===== src/pkg/phy_page0_pkg.sv =====
// Constants, types and register map of the page-0 counter and
// coding-sublayer configuration slice of one transceiver port.
// Assumes one 125 MHz clock and an AXI4-Lite register bus.
package phy_page0_pkg;

  // Register indices; byte address is four times the index
  localparam logic [5:0] IDX_PAGE_SELECT   = 6'h13;
  localparam logic [5:0] IDX_FALSE_CARRIER = 6'h14;
  localparam logic [5:0] IDX_RX_ERROR      = 6'h15;
  localparam logic [5:0] IDX_CODING_CFG    = 6'h16;
  localparam logic [5:0] IDX_WINDOW_LO     = 6'h14;
  localparam logic [5:0] IDX_WINDOW_HI     = 6'h1F;
  localparam logic [5:0] IDX_INT_STATUS    = 6'h20;
  localparam logic [5:0] IDX_INT_MASK      = 6'h21;
  localparam logic [5:0] IDX_LINK_STATUS   = 6'h22;

  // Page selector values
  localparam logic [1:0] PAGE_EXTENDED0 = 2'h0;
  localparam logic [1:0] PAGE_DIAG      = 2'h2;

  // Coding-sublayer configuration fields
  localparam int unsigned CFG_FREE_CLK  = 11;
  localparam int unsigned CFG_TRUE_QUIET = 10;
  localparam int unsigned CFG_SD_FORCE  = 9;
  localparam int unsigned CFG_SIGNAL_DETECT_OPTION = 8;
  localparam int unsigned CFG_DESCRAMBLER_TIMEOUT_SEL = 7;
  localparam int unsigned CFG_FIBER     = 6;
  localparam logic [15:0] CFG_RW_MASK   = 16'h0FC0;
  localparam logic [15:0] CFG_RESET     = 16'h0100;

  // Interrupt status, interrupt mask and link status fields
  localparam int unsigned INT_FC_HALF = 1;
  localparam int unsigned INT_RE_HALF = 0;
  localparam int unsigned LINK_UP_BIT = 0;
  localparam int unsigned LOCKED_BIT  = 1;

  // Counter limits
  localparam logic [7:0] CNT_MAX       = 8'hFF;
  localparam logic [7:0] CNT_HALF_PREV = 8'h7F;

  // AXI responses
  localparam logic [1:0] RESP_OKAY   = 2'h0;
  localparam logic [1:0] RESP_DECERR = 2'h3;

  // Descrambler lock-loss timeouts, rounded down to whole cycles
  localparam int unsigned CLK_PERIOD_NS   = 8;
  localparam int unsigned DESC_SHORT_NS   = 722000;
  localparam int unsigned DESC_LONG_NS    = 2000000;
  localparam int unsigned DESC_SHORT_CYC  = DESC_SHORT_NS / CLK_PERIOD_NS;
  localparam int unsigned DESC_LONG_CYC   = DESC_LONG_NS / CLK_PERIOD_NS;

  typedef enum logic [3:0] {
    STRAP_WAIT0 = 4'h1,
    STRAP_WAIT1 = 4'h2,
    STRAP_LOAD  = 4'h4,
    STRAP_DONE  = 4'h8
  } strap_e;

  typedef struct packed {
    logic        awready;
    logic        wready;
    logic        bvalid;
    logic [1:0]  bresp;
    logic        aw_have;
    logic        w_have;
    logic [5:0]  waddr_idx;
    logic [15:0] wdata;
    logic [1:0]  wstrb;
    logic        arready;
    logic        rvalid;
    logic [1:0]  rresp;
    logic [15:0] rdata;
    logic [1:0]  page;
    logic [7:0]  fc_cnt;
    logic [7:0]  rec_cnt;
    logic [15:0] cfg;
    logic        rec_sym_seen;
    logic        rec_done;
    logic [1:0]  int_stat;
    logic [1:0]  int_mask;
    logic        irq;
    logic [17:0] lock_timer;
    logic        locked;
    logic        link_up;
    logic [1:0]  strap_sync;
    strap_e      strap_st;
  } state_s;

  localparam state_s STATE_RESET = '{
    awready:  1'b1,
    wready:   1'b1,
    arready:  1'b1,
    cfg:      CFG_RESET,
    strap_st: STRAP_WAIT0,
    default:  '0
  };

endpackage


===== src/rtl/phy_page0_counters_pcs_cfg.sv =====
// Page selector, false-carrier and receive-error counters and the
// 100 Mb/s coding-sublayer configuration of one port, AXI4-Lite slave.
// Assumes event inputs come from logic on clk; the fiber strap is a pin.
//
// Implementation choice: register access over AXI4-Lite.
`timescale 1ns/1ns
`default_nettype none

module phy_page0_counters_pcs_cfg #(
  parameter int unsigned DESC_SHORT_CYC = phy_page0_pkg::DESC_SHORT_CYC,
  parameter int unsigned DESC_LONG_CYC  = phy_page0_pkg::DESC_LONG_CYC
) (
  input  wire logic        clk,
  input  wire logic        nrst,
  input  wire logic [7:0]  awaddr,
  input  wire logic        awvalid,
  output logic             awready,
  input  wire logic [31:0] wdata,
  input  wire logic [3:0]  wstrb,
  input  wire logic        wvalid,
  output logic             wready,
  output logic [1:0]       bresp,
  output logic             bvalid,
  input  wire logic        bready,
  input  wire logic [7:0]  araddr,
  input  wire logic        arvalid,
  output logic             arready,
  output logic [31:0]      rdata,
  output logic [1:0]       rresp,
  output logic             rvalid,
  input  wire logic        rready,
  input  wire logic        false_carrier_evt,
  input  wire logic        rx_error,
  input  wire logic        carrier_valid,
  input  wire logic        invalid_symbol,
  input  wire logic        collision,
  input  wire logic        signal_level_ok,
  input  wire logic        descrambler_sync,
  input  wire logic        fiber_strap,
  output logic             rx_clk_free,
  output logic             true_quiet,
  output logic             signal_detect_force,
  output logic             fiber_mode_enable,
  output logic             desc_locked,
  output logic             link_up,
  output logic             irq
);

  phy_page0_pkg::state_s s_ff;
  phy_page0_pkg::state_s nxt_s;

  logic rd_hs;
  logic wr_go;
  logic in_window;
  logic rd_fc;
  logic rd_rec;
  logic rd_stat;
  logic rec_inc;
  logic sd_ok;
  logic [7:0] fc_base;
  logic [7:0] rec_base;
  logic [1:0] stat_base;
  logic [17:0] reload_cyc;

  function automatic logic [7:0] sat_inc(input logic [7:0] c);
    sat_inc = (c == phy_page0_pkg::CNT_MAX) ? c : c + 8'h01;
  endfunction

  function automatic logic [15:0] merge(input logic [15:0] old_v,
                                        input logic [15:0] new_v,
                                        input logic [1:0]  strb,
                                        input logic [15:0] rw_mask);
    logic [15:0] lane;
    lane  = {{8{strb[1]}}, {8{strb[0]}}} & rw_mask;
    merge = (old_v & ~lane) | (new_v & lane);
  endfunction

  function automatic logic upper_win(input logic [5:0] idx);
    upper_win = (idx >= phy_page0_pkg::IDX_WINDOW_LO) &&
                (idx <= phy_page0_pkg::IDX_WINDOW_HI);
  endfunction

  // Read value and response for one index
  function automatic logic [17:0] rd_val(input logic [5:0] idx,
                                         input phy_page0_pkg::state_s st);
    logic [15:0] d;
    logic [1:0]  r;
    d = 16'h0000;
    r = phy_page0_pkg::RESP_OKAY;
    if (upper_win(idx) && st.page != phy_page0_pkg::PAGE_EXTENDED0) begin
      d = 16'h0000;
    end else if (idx == phy_page0_pkg::IDX_PAGE_SELECT) begin
      d = {14'h0000, st.page};
    end else if (idx == phy_page0_pkg::IDX_FALSE_CARRIER) begin
      d = {8'h00, st.fc_cnt};
    end else if (idx == phy_page0_pkg::IDX_RX_ERROR) begin
      d = {8'h00, st.rec_cnt};
    end else if (idx == phy_page0_pkg::IDX_CODING_CFG) begin
      d = st.cfg & phy_page0_pkg::CFG_RW_MASK;
    end else if (upper_win(idx)) begin
      d = 16'h0000;
    end else if (idx == phy_page0_pkg::IDX_INT_STATUS) begin
      d = {14'h0000, st.int_stat};
    end else if (idx == phy_page0_pkg::IDX_INT_MASK) begin
      d = {14'h0000, st.int_mask};
    end else if (idx == phy_page0_pkg::IDX_LINK_STATUS) begin
      d = {14'h0000, st.locked, st.link_up};
    end else begin
      r = phy_page0_pkg::RESP_DECERR;
    end
    rd_val = {r, d};
  endfunction

  always_comb begin
    nxt_s = s_ff;
    rd_hs = arvalid && s_ff.arready;
    wr_go = s_ff.aw_have && s_ff.w_have && !s_ff.bvalid;
    in_window = s_ff.page == phy_page0_pkg::PAGE_EXTENDED0;
    rd_fc  = rd_hs && in_window &&
             araddr[7:2] == phy_page0_pkg::IDX_FALSE_CARRIER;
    rd_rec = rd_hs && in_window &&
             araddr[7:2] == phy_page0_pkg::IDX_RX_ERROR;
    rd_stat = rd_hs && araddr[7:2] == phy_page0_pkg::IDX_INT_STATUS;

    // Write address and data taken in either order
    if (awvalid && s_ff.awready) begin
      nxt_s.aw_have   = 1'b1;
      nxt_s.awready   = 1'b0;
      nxt_s.waddr_idx = awaddr[7:2];
    end
    if (wvalid && s_ff.wready) begin
      nxt_s.w_have = 1'b1;
      nxt_s.wready = 1'b0;
      nxt_s.wdata  = wdata[15:0];
      nxt_s.wstrb  = wstrb[1:0];
    end
    if (s_ff.bvalid && bready) begin
      nxt_s.bvalid  = 1'b0;
      nxt_s.awready = 1'b1;
      nxt_s.wready  = 1'b1;
    end

    // Clear on read comes first, so an event in that cycle still counts
    fc_base = rd_fc ? 8'h00 : s_ff.fc_cnt;
    nxt_s.fc_cnt = false_carrier_evt ? sat_inc(fc_base) : fc_base;
    rec_inc = rx_error && carrier_valid && !collision &&
              (s_ff.rec_sym_seen || invalid_symbol) &&
              !s_ff.rec_done;
    rec_base = rd_rec ? 8'h00 : s_ff.rec_cnt;
    nxt_s.rec_cnt = rec_inc ? sat_inc(rec_base) : rec_base;
    nxt_s.rec_sym_seen = carrier_valid &&
                         (s_ff.rec_sym_seen || invalid_symbol);
    nxt_s.rec_done = carrier_valid && (s_ff.rec_done || rec_inc);

    // Half-full marks the step from 7Fh to 80h
    stat_base = rd_stat ? 2'b00 : s_ff.int_stat;
    nxt_s.int_stat = stat_base;
    if (false_carrier_evt && fc_base == phy_page0_pkg::CNT_HALF_PREV) begin
      nxt_s.int_stat[phy_page0_pkg::INT_FC_HALF] = 1'b1;
    end
    if (rec_inc && rec_base == phy_page0_pkg::CNT_HALF_PREV) begin
      nxt_s.int_stat[phy_page0_pkg::INT_RE_HALF] = 1'b1;
    end

    if (wr_go) begin
      nxt_s.bvalid  = 1'b1;
      nxt_s.aw_have = 1'b0;
      nxt_s.w_have  = 1'b0;
      nxt_s.bresp   = phy_page0_pkg::RESP_OKAY;
      if (s_ff.waddr_idx == phy_page0_pkg::IDX_PAGE_SELECT) begin
        nxt_s.page = 2'(merge({14'h0000, s_ff.page}, s_ff.wdata,
                              s_ff.wstrb, 16'h0003));
      end else if (upper_win(s_ff.waddr_idx) && !in_window) begin
        nxt_s.bresp = phy_page0_pkg::RESP_OKAY;
      end else if (s_ff.waddr_idx == phy_page0_pkg::IDX_CODING_CFG) begin
        nxt_s.cfg = merge(s_ff.cfg, s_ff.wdata, s_ff.wstrb,
                          phy_page0_pkg::CFG_RW_MASK);
      end else if (upper_win(s_ff.waddr_idx)) begin
        nxt_s.bresp = phy_page0_pkg::RESP_OKAY;
      end else if (s_ff.waddr_idx == phy_page0_pkg::IDX_INT_MASK) begin
        nxt_s.int_mask = 2'(merge({14'h0000, s_ff.int_mask}, s_ff.wdata,
                                  s_ff.wstrb, 16'h0003));
      end else if (s_ff.waddr_idx == phy_page0_pkg::IDX_INT_STATUS ||
                   s_ff.waddr_idx == phy_page0_pkg::IDX_LINK_STATUS) begin
        nxt_s.bresp = phy_page0_pkg::RESP_OKAY;
      end else begin
        nxt_s.bresp = phy_page0_pkg::RESP_DECERR;
      end
    end

    if (rd_hs) begin
      nxt_s.arready = 1'b0;
      nxt_s.rvalid  = 1'b1;
      {nxt_s.rresp, nxt_s.rdata} = rd_val(araddr[7:2], s_ff);
    end
    if (s_ff.rvalid && rready) begin
      nxt_s.rvalid  = 1'b0;
      nxt_s.arready = 1'b1;
    end

    // Strap caught only after two sync stages have filled
    nxt_s.strap_sync = {s_ff.strap_sync[0], fiber_strap};
    case (s_ff.strap_st)
      phy_page0_pkg::STRAP_WAIT0: nxt_s.strap_st = phy_page0_pkg::STRAP_WAIT1;
      phy_page0_pkg::STRAP_WAIT1: nxt_s.strap_st = phy_page0_pkg::STRAP_LOAD;
      phy_page0_pkg::STRAP_LOAD: begin
        nxt_s.cfg[phy_page0_pkg::CFG_FIBER] = s_ff.strap_sync[1];
        nxt_s.strap_st = phy_page0_pkg::STRAP_DONE;
      end
      default: nxt_s.strap_st = phy_page0_pkg::STRAP_DONE;
    endcase

    // Lock lasts one timeout past the last good sync
    reload_cyc = s_ff.cfg[phy_page0_pkg::CFG_DESCRAMBLER_TIMEOUT_SEL] ?
                 DESC_LONG_CYC[17:0] : DESC_SHORT_CYC[17:0];
    if (descrambler_sync) begin
      nxt_s.lock_timer = reload_cyc;
    end else if (s_ff.lock_timer != 18'h00000) begin
      nxt_s.lock_timer = s_ff.lock_timer - 18'h00001;
    end
    nxt_s.locked = descrambler_sync || s_ff.lock_timer > 18'h00001;

    sd_ok = signal_level_ok || s_ff.cfg[phy_page0_pkg::CFG_SD_FORCE];
    if (!s_ff.link_up) begin
      nxt_s.link_up = sd_ok && s_ff.locked;
    end else if (!sd_ok) begin
      nxt_s.link_up = 1'b0;
    end else if (!s_ff.cfg[phy_page0_pkg::CFG_SIGNAL_DETECT_OPTION] && !s_ff.locked) begin
      nxt_s.link_up = 1'b0;
    end

    // Registered from next values so irq tracks status with no lag
    nxt_s.irq = |(nxt_s.int_stat & nxt_s.int_mask);
  end

  always_ff @(posedge clk) begin
    if (!nrst) begin
      s_ff <= phy_page0_pkg::STATE_RESET;
    end else begin
      s_ff <= nxt_s;
    end
  end

  assign awready             = s_ff.awready;
  assign wready              = s_ff.wready;
  assign bvalid              = s_ff.bvalid;
  assign bresp               = s_ff.bresp;
  assign arready             = s_ff.arready;
  assign rvalid              = s_ff.rvalid;
  assign rresp               = s_ff.rresp;
  assign rdata               = {16'h0000, s_ff.rdata};
  assign rx_clk_free         = s_ff.cfg[phy_page0_pkg::CFG_FREE_CLK];
  assign true_quiet          = s_ff.cfg[phy_page0_pkg::CFG_TRUE_QUIET];
  assign signal_detect_force = s_ff.cfg[phy_page0_pkg::CFG_SD_FORCE];
  assign fiber_mode_enable   = s_ff.cfg[phy_page0_pkg::CFG_FIBER];
  assign desc_locked         = s_ff.locked;
  assign link_up             = s_ff.link_up;
  assign irq                 = s_ff.irq;

  // Checks
  fc_inc_a: assert property (@(posedge clk) disable iff (!nrst)
    false_carrier_evt && !rd_fc && s_ff.fc_cnt != 8'hFF
    |=> s_ff.fc_cnt == $past(s_ff.fc_cnt) + 8'h01)
    else $error("false carrier count did not step");

  fc_sat_a: assert property (@(posedge clk) disable iff (!nrst)
    s_ff.fc_cnt == 8'hFF && !rd_fc |=> s_ff.fc_cnt == 8'hFF)
    else $error("false carrier count wrapped");

  rec_once_a: assert property (@(posedge clk) disable iff (!nrst)
    s_ff.rec_done && carrier_valid && !rd_rec
    |=> s_ff.rec_cnt == $past(s_ff.rec_cnt))
    else $error("receive error counted twice in one carrier");

  rec_coll_a: assert property (@(posedge clk) disable iff (!nrst)
    collision && !rd_rec |=> s_ff.rec_cnt == $past(s_ff.rec_cnt))
    else $error("receive error counted during collision");

  rec_sat_a: assert property (@(posedge clk) disable iff (!nrst)
    s_ff.rec_cnt == 8'hFF && !rd_rec |=> s_ff.rec_cnt == 8'hFF)
    else $error("receive error count wrapped");

  rd_clear_a: assert property (@(posedge clk) disable iff (!nrst)
    rd_fc && !false_carrier_evt
    |=> s_ff.fc_cnt == 8'h00 && rvalid && rdata[7:0] == $past(s_ff.fc_cnt))
    else $error("counter read did not return and clear");

  rsv_zero_a: assert property (@(posedge clk) disable iff (!nrst)
    rvalid && $past(rd_hs) && $past(araddr[7:2]) == 6'h13
    |-> rdata[15:2] == 14'h0000)
    else $error("reserved page bits read nonzero");

  page_hide_a: assert property (@(posedge clk) disable iff (!nrst)
    rd_hs && !in_window && upper_win(araddr[7:2])
    |=> rdata == 32'h00000000)
    else $error("page 0 visible on another page");

  opt0_drop_a: assert property (@(posedge clk) disable iff (!nrst)
    link_up && !s_ff.cfg[8] && !desc_locked |=> !link_up)
    else $error("link held without lock in modified mode");

  opt1_hold_a: assert property (@(posedge clk) disable iff (!nrst)
    link_up && s_ff.cfg[8] && signal_level_ok |=> link_up)
    else $error("link dropped while level valid");

  fc_half_a: assert property (@(posedge clk) disable iff (!nrst)
    false_carrier_evt && !rd_fc && !rd_stat && s_ff.fc_cnt == 8'h7F
    |=> s_ff.int_stat[1] && (irq || !s_ff.int_mask[1]))
    else $error("half-full not flagged");

  strap_a: assert property (@(posedge clk) disable iff (!nrst)
    s_ff.strap_st == phy_page0_pkg::STRAP_LOAD
    |=> fiber_mode_enable == $past(s_ff.strap_sync[1]))
    else $error("fiber strap not loaded");

  rsv_cfg_a: assert property (@(posedge clk) disable iff (!nrst)
    rd_hs && in_window && araddr[7:2] == phy_page0_pkg::IDX_CODING_CFG
    |=> rdata[31:12] == 20'h00000 && rdata[5:0] == 6'h00)
    else $error("reserved config bits read nonzero");

  rec_inc_a: assert property (@(posedge clk) disable iff (!nrst)
    rx_error && carrier_valid && !collision && s_ff.rec_sym_seen &&
    !s_ff.rec_done && !rd_rec && s_ff.rec_cnt != 8'hFF
    |=> s_ff.rec_cnt == $past(s_ff.rec_cnt) + 8'h01)
    else $error("receive error not counted");

  no_sym_a: assert property (@(posedge clk) disable iff (!nrst)
    rx_error && !s_ff.rec_sym_seen && !invalid_symbol && !rd_rec
    |=> s_ff.rec_cnt == $past(s_ff.rec_cnt))
    else $error("receive error counted without invalid symbol");

  force_link_a: assert property (@(posedge clk) disable iff (!nrst)
    signal_detect_force && desc_locked && !link_up |=> link_up)
    else $error("forced signal detect did not raise link");

  rec_clr_a: assert property (@(posedge clk) disable iff (!nrst)
    rd_rec && !rx_error
    |=> s_ff.rec_cnt == 8'h00 && rdata[7:0] == $past(s_ff.rec_cnt))
    else $error("receive error read did not return and clear");

  wr_cov_c: cover property (@(posedge clk) disable iff (!nrst)
    bvalid && bready && bresp == 2'h0);
  rd_clr_c: cover property (@(posedge clk) disable iff (!nrst)
    rd_rec && s_ff.rec_cnt != 8'h00);
  link_c: cover property (@(posedge clk) disable iff (!nrst)
    !link_up ##1 link_up);
  irq_c: cover property (@(posedge clk) disable iff (!nrst) irq);
  fc_sat_c: cover property (@(posedge clk) disable iff (!nrst)
    s_ff.fc_cnt == 8'hFF && false_carrier_evt);

endmodule

`default_nettype wire


===== config.mk =====
export PLATFORM = sky130hd
export DESIGN_NAME = phy_page0_counters_pcs_cfg
export DESIGN_NICKNAME = d
export VERILOG_FILES = /design/src/pkg/phy_page0_pkg.sv /design/src/rtl/phy_page0_counters_pcs_cfg.sv
export SDC_FILE = /design/constraint.sdc
export NUM_CORES = 1
export LEC_CHECK = 0
export ABC_AREA = 0
export BUFFER_PORTS_ARGS = -buffer_cell sky130_fd_sc_hd__buf_2
export CAP_MARGIN = 40
export CORE_MARGIN = 2
export CORE_UTILIZATION = 35
export CTS_BUF_LIST = sky130_fd_sc_hd__clkbuf_16
export DETAILED_ROUTE_END_ITERATION = 12
export PLACE_DENSITY = 0.65
export RECOVER_POWER = 25
export SYNTH_ARGS = -nofsm -noshare
export SYNTH_HDL_FRONTEND = slang
export SYNTH_SLANG_ARGS = --single-unit

===== constraint.sdc =====
create_clock -name clk -period 2.8 [get_ports clk]
set_input_delay 0.42 -clock clk [delete_from_list [all_inputs] [get_ports clk]]
set_output_delay 0.42 -clock clk [all_outputs]
set_load 0.005 [all_outputs]

# After elaboration in Yosys (flattened, before gate mapping)
# Cells that the tools add are included.
[word_totals]
reg_bits = 118
[op_classes]
addsub = 3
n_lt_le_gt_ge = 5
n_eq_ne = 21
n_mux = 55
bitwise_logic = 14
reduce_logical = 50
[ops]
columns = ["op", "n"]
rows = [
  ["12-bit 2-to-1 mux", 5],
  ["18-bit 2-to-1 mux", 3],
  ["2-bit 2-to-1 mux", 26],
  ["8-bit 2-to-1 mux", 6],
  ["6-bit by 5-bit equality test with 1-bit output, second input constant", 6],
  ["6-bit equality test, second input constant", 6],
  ["7-bit 2-to-1 mux", 4],
  ["1-bit logical AND", 25],
  ["18-bit by 1-bit greater-than comparator with 1-bit output, second input constant", 1],
  ["18-bit nonzero test", 1],
  ["18-bit by 1-bit subtractor with 18-bit output, second input constant", 1],
  ["8-bit by 1-bit adder with 8-bit output, second input constant", 2],
  ["16-bit by 12-bit bitwise AND with 16-bit output", 1],
  ["16-bit bitwise AND", 1],
  ["8-bit by 7-bit equality test with 1-bit output, second input constant", 2],
  ["8-bit equality test, second input constant", 2],
  ["12-bit inverter with 16-bit output", 1],
  ["16-bit OR", 1],
  ["6-bit by 5-bit >= comparator with 1-bit output, second input constant", 2],
  ["6-bit by 5-bit less-or-equal comparator with 1-bit output, second input constant", 2],
  ["2-bit nonzero test", 5],
  ["1-bit 2-to-1 mux", 9],
  ["2-bit bitwise AND", 4],
  ["4-bit case mux with 2 select lines", 1],
  ["14 further kinds", 31],
]

# Logic depth before layout (Yosys ltp)
[logic_depth]
ltp_word = 11
ltp_mapped = 10
depth_no_buf = 9

# Worst setup path after synthesis
# No wires, ideal clock.
[synth_timing]
path_kind = "input to register"
from = "input port araddr[7]"
to = "register s_ff[53] (netlist bit)"
setup_time_ps = 120
t_arrival_ps = 2344
t_required_ps = 2680
path_slack_ps = 336
path_stages = 10
cell_sequence = "nor4bb_1 -> clkbuf_1 -> nand4_1 -> and2_1 -> ha_1 -> nand3_1 -> nor2_1 -> a21oi_1 -> nand4_1 -> mux2i_1"
[synth_between]
elab_chain_cells = 6
word_cells_on_any_way = 7
cone_classes = "1 x add/sub; 2 x eq/ne; 3 x mux; 1 x reduce/logical"
[synth_rtl]
columns = ["item", "line_no", "text"]
rows = [
  ["from (decl)", "phy_page0_counters_pcs_cfg.sv:25", "input wire logic [7:0] araddr,"],
  ["6-bit by 5-bit equality test with 1-bit output (*)", "phy_page0_counters_pcs_cfg.sv:122", "araddr[7:2] == phy_page0_pkg::IDX_RX_ERROR;"],
  ["1-bit logical AND (*)", "phy_page0_counters_pcs_cfg.sv:121", "rd_rec = rd_hs && in_window &&"],
  ["8-bit 2-to-1 mux (*)", "phy_page0_counters_pcs_cfg.sv:149", "rec_base = rd_rec ? 8'h00 : s_ff.rec_cnt;"],
  ["8-bit by 1-bit adder with 8-bit output / 8-bit equality test (equally long branches)", "phy_page0_counters_pcs_cfg.sv:66", "sat_inc = (c == phy_page0_pkg::CNT_MAX) ? c : c + 8'h01;"],
  ["8-bit 2-to-1 mux", "phy_page0_counters_pcs_cfg.sv:66", ""],
  ["8-bit 2-to-1 mux (*)", "phy_page0_counters_pcs_cfg.sv:150", "nxt_s.rec_cnt = rec_inc ? sat_inc(rec_base) : rec_base;"],
  ["to (signal assigned)", "phy_page0_counters_pcs_cfg.sv:238", "s_ff <= phy_page0_pkg::STATE_RESET;"],
  ["to (signal assigned)", "phy_page0_counters_pcs_cfg.sv:240", "s_ff <= nxt_s;"],
  ["to (decl)", "phy_page0_counters_pcs_cfg.sv:49", "phy_page0_pkg::state_s s_ff;"],
]
# Mark *: on every way between the ends. The rest lies on a longest branch, timed or not.
# A chain may end at the register's enable or synchronous reset.

# Worst setup path after layout
[layout_timing]
from = "register s_ff (netlist bit arready)"
to = "register s_ff[49] (netlist bit)"
[layout_between]
elab_chain_cells = 7
word_cells_on_any_way = 8
cone_classes = "1 x add/sub; 1 x eq/ne; 3 x mux; 3 x reduce/logical"
[layout_rtl]
columns = ["item", "line_no", "text"]
rows = [
  ["1-bit logical AND (*)", "phy_page0_counters_pcs_cfg.sv:116", "rd_hs = arvalid && s_ff.arready;"],
  ["1-bit logical AND (*) (2 in a row)", "phy_page0_counters_pcs_cfg.sv:121", ""],
  ["8-bit 2-to-1 mux (*)", "phy_page0_counters_pcs_cfg.sv:149", ""],
  ["8-bit by 1-bit adder with 8-bit output / 8-bit equality test (equally long branches)", "phy_page0_counters_pcs_cfg.sv:66", ""],
  ["8-bit 2-to-1 mux", "phy_page0_counters_pcs_cfg.sv:66", ""],
  ["8-bit 2-to-1 mux (*)", "phy_page0_counters_pcs_cfg.sv:150", ""],
]
# Marked as above.

==> impl_results.md <==
- VDD IR max: between 0.2 and 0.25 mV
- CTS Root Buffer Type: clkbuf_16
- Fmax: ~0.42 GHz
- #FFs+latches synth: 94
- Status: finished, final reports clean
- Die X: roughly 120 um
- Synth Area in XOR/XNOR: 3.95%
- Final Net Count: between 600 and 700
- Gr usage total: ~16%
- CTS Buffer Depth: 2
- Die height: roughly 120 um
- Pre-CTS setup slack: between 0.2 and 0.25 ns
- Most frequent cells in the layout: dfxtp_1, nand2_1, buf_2, nor2_1, a21oi_1
- Die Area: 13600 um^2
- Yosys warnings: 0
- Post-route DRC: 0
- First-pass iteration count of the detailed router: 4
- Main synth FF type: dfxtp_1
- Area share of fa/ha/maj cells after synthesis: roughly 1.1%
- Final min period: between 2 and 2.5 ns
- Skew final: a little over 0.009 ns
- Ant. Diodes: 0
- Hold_ws: about 0.27 ns
- Max FO, Critical Path: 5
- Final Hold Fails: 0
- Combinational family with the most area after synthesis: simple AND/OR/NAND/NOR gates
- RSZ-0062 raised after global routing: no
- Placeable Area: between 10000 and 15000 um^2
- Clock Sinks: 94
- Sequential-to-total area share from yosys stat: between 40% and 50%
- Clk_lat worst skew: ~0.35 ns
- Met2 Wirelength: between 4 and 5 mm
- Async SR Flop Fraction: 0%
- First-pass GRT wire length: about 17 mm
- Routed wl met3: just over 500 um
- Final setup fails: 0
- Mapped Cells: 534
- Post-Synth Simple-Gate Area: roughly a quarter
- Post-DP HPWL: between 7 and 8 mm
- Ports: between 100 and 150
- CTS tree: done
- Hold crit path type: in2reg
- Distinct cell type count after synthesis: 60
- Setup tns final: 0 ns
- Compound-gate portion of the synthesized area: around 14%
- Number of synthesized flops with an enable pin: 0
- WP data required: 3.03 ns
- Proportion of layout cells with a drive suffix above 1: between 10% and 20%
- Synth Area per Inst: roughly 8.3 um^2
- PwrDens: just under 600 nW/um^2
- Initial antenna violation count: 0
- Port buffer count: 64
- DRT antenna net count: 0
- Met1 WL: between 4 and 5 mm
- Setup Crit Path Kind: reg2reg
- H-tree depth: 3
- GRT Residual Overflow: 0
- Routed WL per cell: between 10 and 15 um
- Fillcell total: 1268
- Initial Util: roughly 35%
- Vias post-DR: approximately 3800
- Reg2Reg Depth: 11
- Vias in the first global route: 3539
- CP Launch Type: flop
- Final Cycle Share: between 80% and 90%
- Worst-Margin Slew: 1.34 ns
- Total of max-cap violations: 0
- Mux share of post-synthesis cell area: between 4 and 5%
- Total power: a little under 3 mW
- Post-CTS Resized: 0
- Fin. max-slew vios: 0
- CTS Buf Count: 9
- Drt total wl: just over 10 mm
- Setup crit end kind: flop
- Rel. slew slack: 10.7%
- Area Growth Syn to Fin: 14.6%
- Routability Congestion: between 0.8 and 0.9
- Syn Std Cell Area: roughly 4400 um^2
- Static leakage: approximately 2.1 nW
- Arrival time of the worst setup path: roughly 2.6 ns
- Clock transition at path regs: 0.07 ns
- Hold buffers post-CTS: 0
- Number of cell rows: ~40
- Post-CTS Setup Inserts: 0
- Most common cell after layout, fill and taps aside: dfxtp_1
- Largest net degree at the start of global routing: 32
- Iteration-0 DRC count of the detailed router: approximately 250
- Vias per inst: 5.02
- Fin worst setup slack: about 0.43 ns
- Top Metal Used: met4
- WHS Path Cells: 2
==> kinds of logic after synthesis <==
kind of cell / count (synthesis)
AOI/OAI and AO/OA: 99
other: 1
muxes: 21
DFF: 94
adders and majority gates: 4
and+or+nand+nor: 225
buffers and inverters: 70
xor gates and xnor gates: 20
==> final timing paths <==
path | slack, ns | from | end
max | 0.43 | arready | s_ff[49]
min | 0.27 | wvalid | wready
max reg2reg | 0.43 | arready | s_ff[49]
min reg2reg | 0.44 | nxt_s[5] | s_ff[5]
==> synthesized netlist by cell type, types with 3 or more instances <==
library cell | number | share of area [%]
nand3_1 | 23 | 2.6
xor2_1 | 9 | 1.8
buf_4 | 36 | 6.1
a22oi_1 | 6 | 1.0
o22ai_1 | 3 | 0.42
xnor2_1 | 11 | 2.2
a21oi_1 | 43 | 4.8
a211oi_1 | 4 | 0.68
nor3b_1 | 3 | 0.51
and2_1 | 9 | 1.3
or4b_1 | 3 | 0.68
a31oi_1 | 6 | 0.85
nor3_1 | 13 | 1.5
clkbuf_1 | 17 | 1.4
inv_1 | 13 | 1.1
nand2b_1 | 4 | 0.56
mux2i_1 | 20 | 4.5
nand2_1 | 70 | 5.9
nor4_1 | 6 | 0.85
nand4_1 | 9 | 1.3
ha_1 | 4 | 1.1
dfxtp_1 | 94 | 42
o21ai_0 | 17 | 1.9
o211ai_1 | 3 | 0.51
or3_1 | 6 | 0.85
nor2_1 | 57 | 4.8
==> area by class of cell <==
| class | count | area, um^2 | share of cell area, % |
|---|---|---|---|
| flip-flops and latches | 94 | 1880 | 37.0 |
| multi-input cells | 389 | 2230 | 43.8 |
| inverters | 14 | 52.6 | 1.03 |
| well taps | 172 | 215 | 4.23 |
| repair buffers | 78 | 420 | 8.26 |
| clock buffers | 9 | 225 | 4.43 |
| clock inverters | 7 | 63.8 | 1.25 |
==> sequential cells by signal (all words and copies together) (netlist names), named ones only <==
| signal | flops |
|---|---|
| bresp | 1 |
| link_up | 1 |
| bvalid | 1 |
| wready | 1 |
| irq | 1 |
| arready | 1 |
| s_ff | 63 |
| rresp | 1 |
| rdata | 12 |
| desc_locked | 1 |
| awready | 1 |
| rvalid | 1 |
| nxt_s | 1 |
==> power breakdown <==
group / leakage [nW] / total [mW] / switching (mW) / internal, mW
combinational: 1.19 / 0.341 / 0.198 / 0.143
sequential: 0.768 / 1.44 / 0.0525 / 1.39
clock: 0.136 / 1.18 / 0.556 / 0.622
total: 2.09 / 2.96 / 0.806 / 2.16
==> worst max-delay path, stage by stage, from the launching register on <==
cell	delay, ns
dfxtp_1	0.40
nor4bb_1	0.29
buf_4	0.17
nand4_1	0.17
and2_1	0.26
ha_1	0.26
nand3_1	0.10
nor2_1	0.07
a21oi_1	0.20
buf_4	0.17
xnor2_1	0.11
nor2_1	0.05
==> layer usage <==
layer	vias to the layer above	GRT usage (%)
met5	-	0
met4	0	6.43
met3	22	3.89
met2	102	24.8
met1	1783	20.0
li1	1923	-
==> through the flow <==
stage               utilization, %  cell area [um^2]  cells
global placement              38.4              4800    747
CTS                           40.7              5090    763
detailed placement            38.4              4800    747
finish                        40.7              5090    763
floorplan                        -              4510    553
global route                  40.7              5090    763
Note: power is estimated with default switching activity, not from simulation.
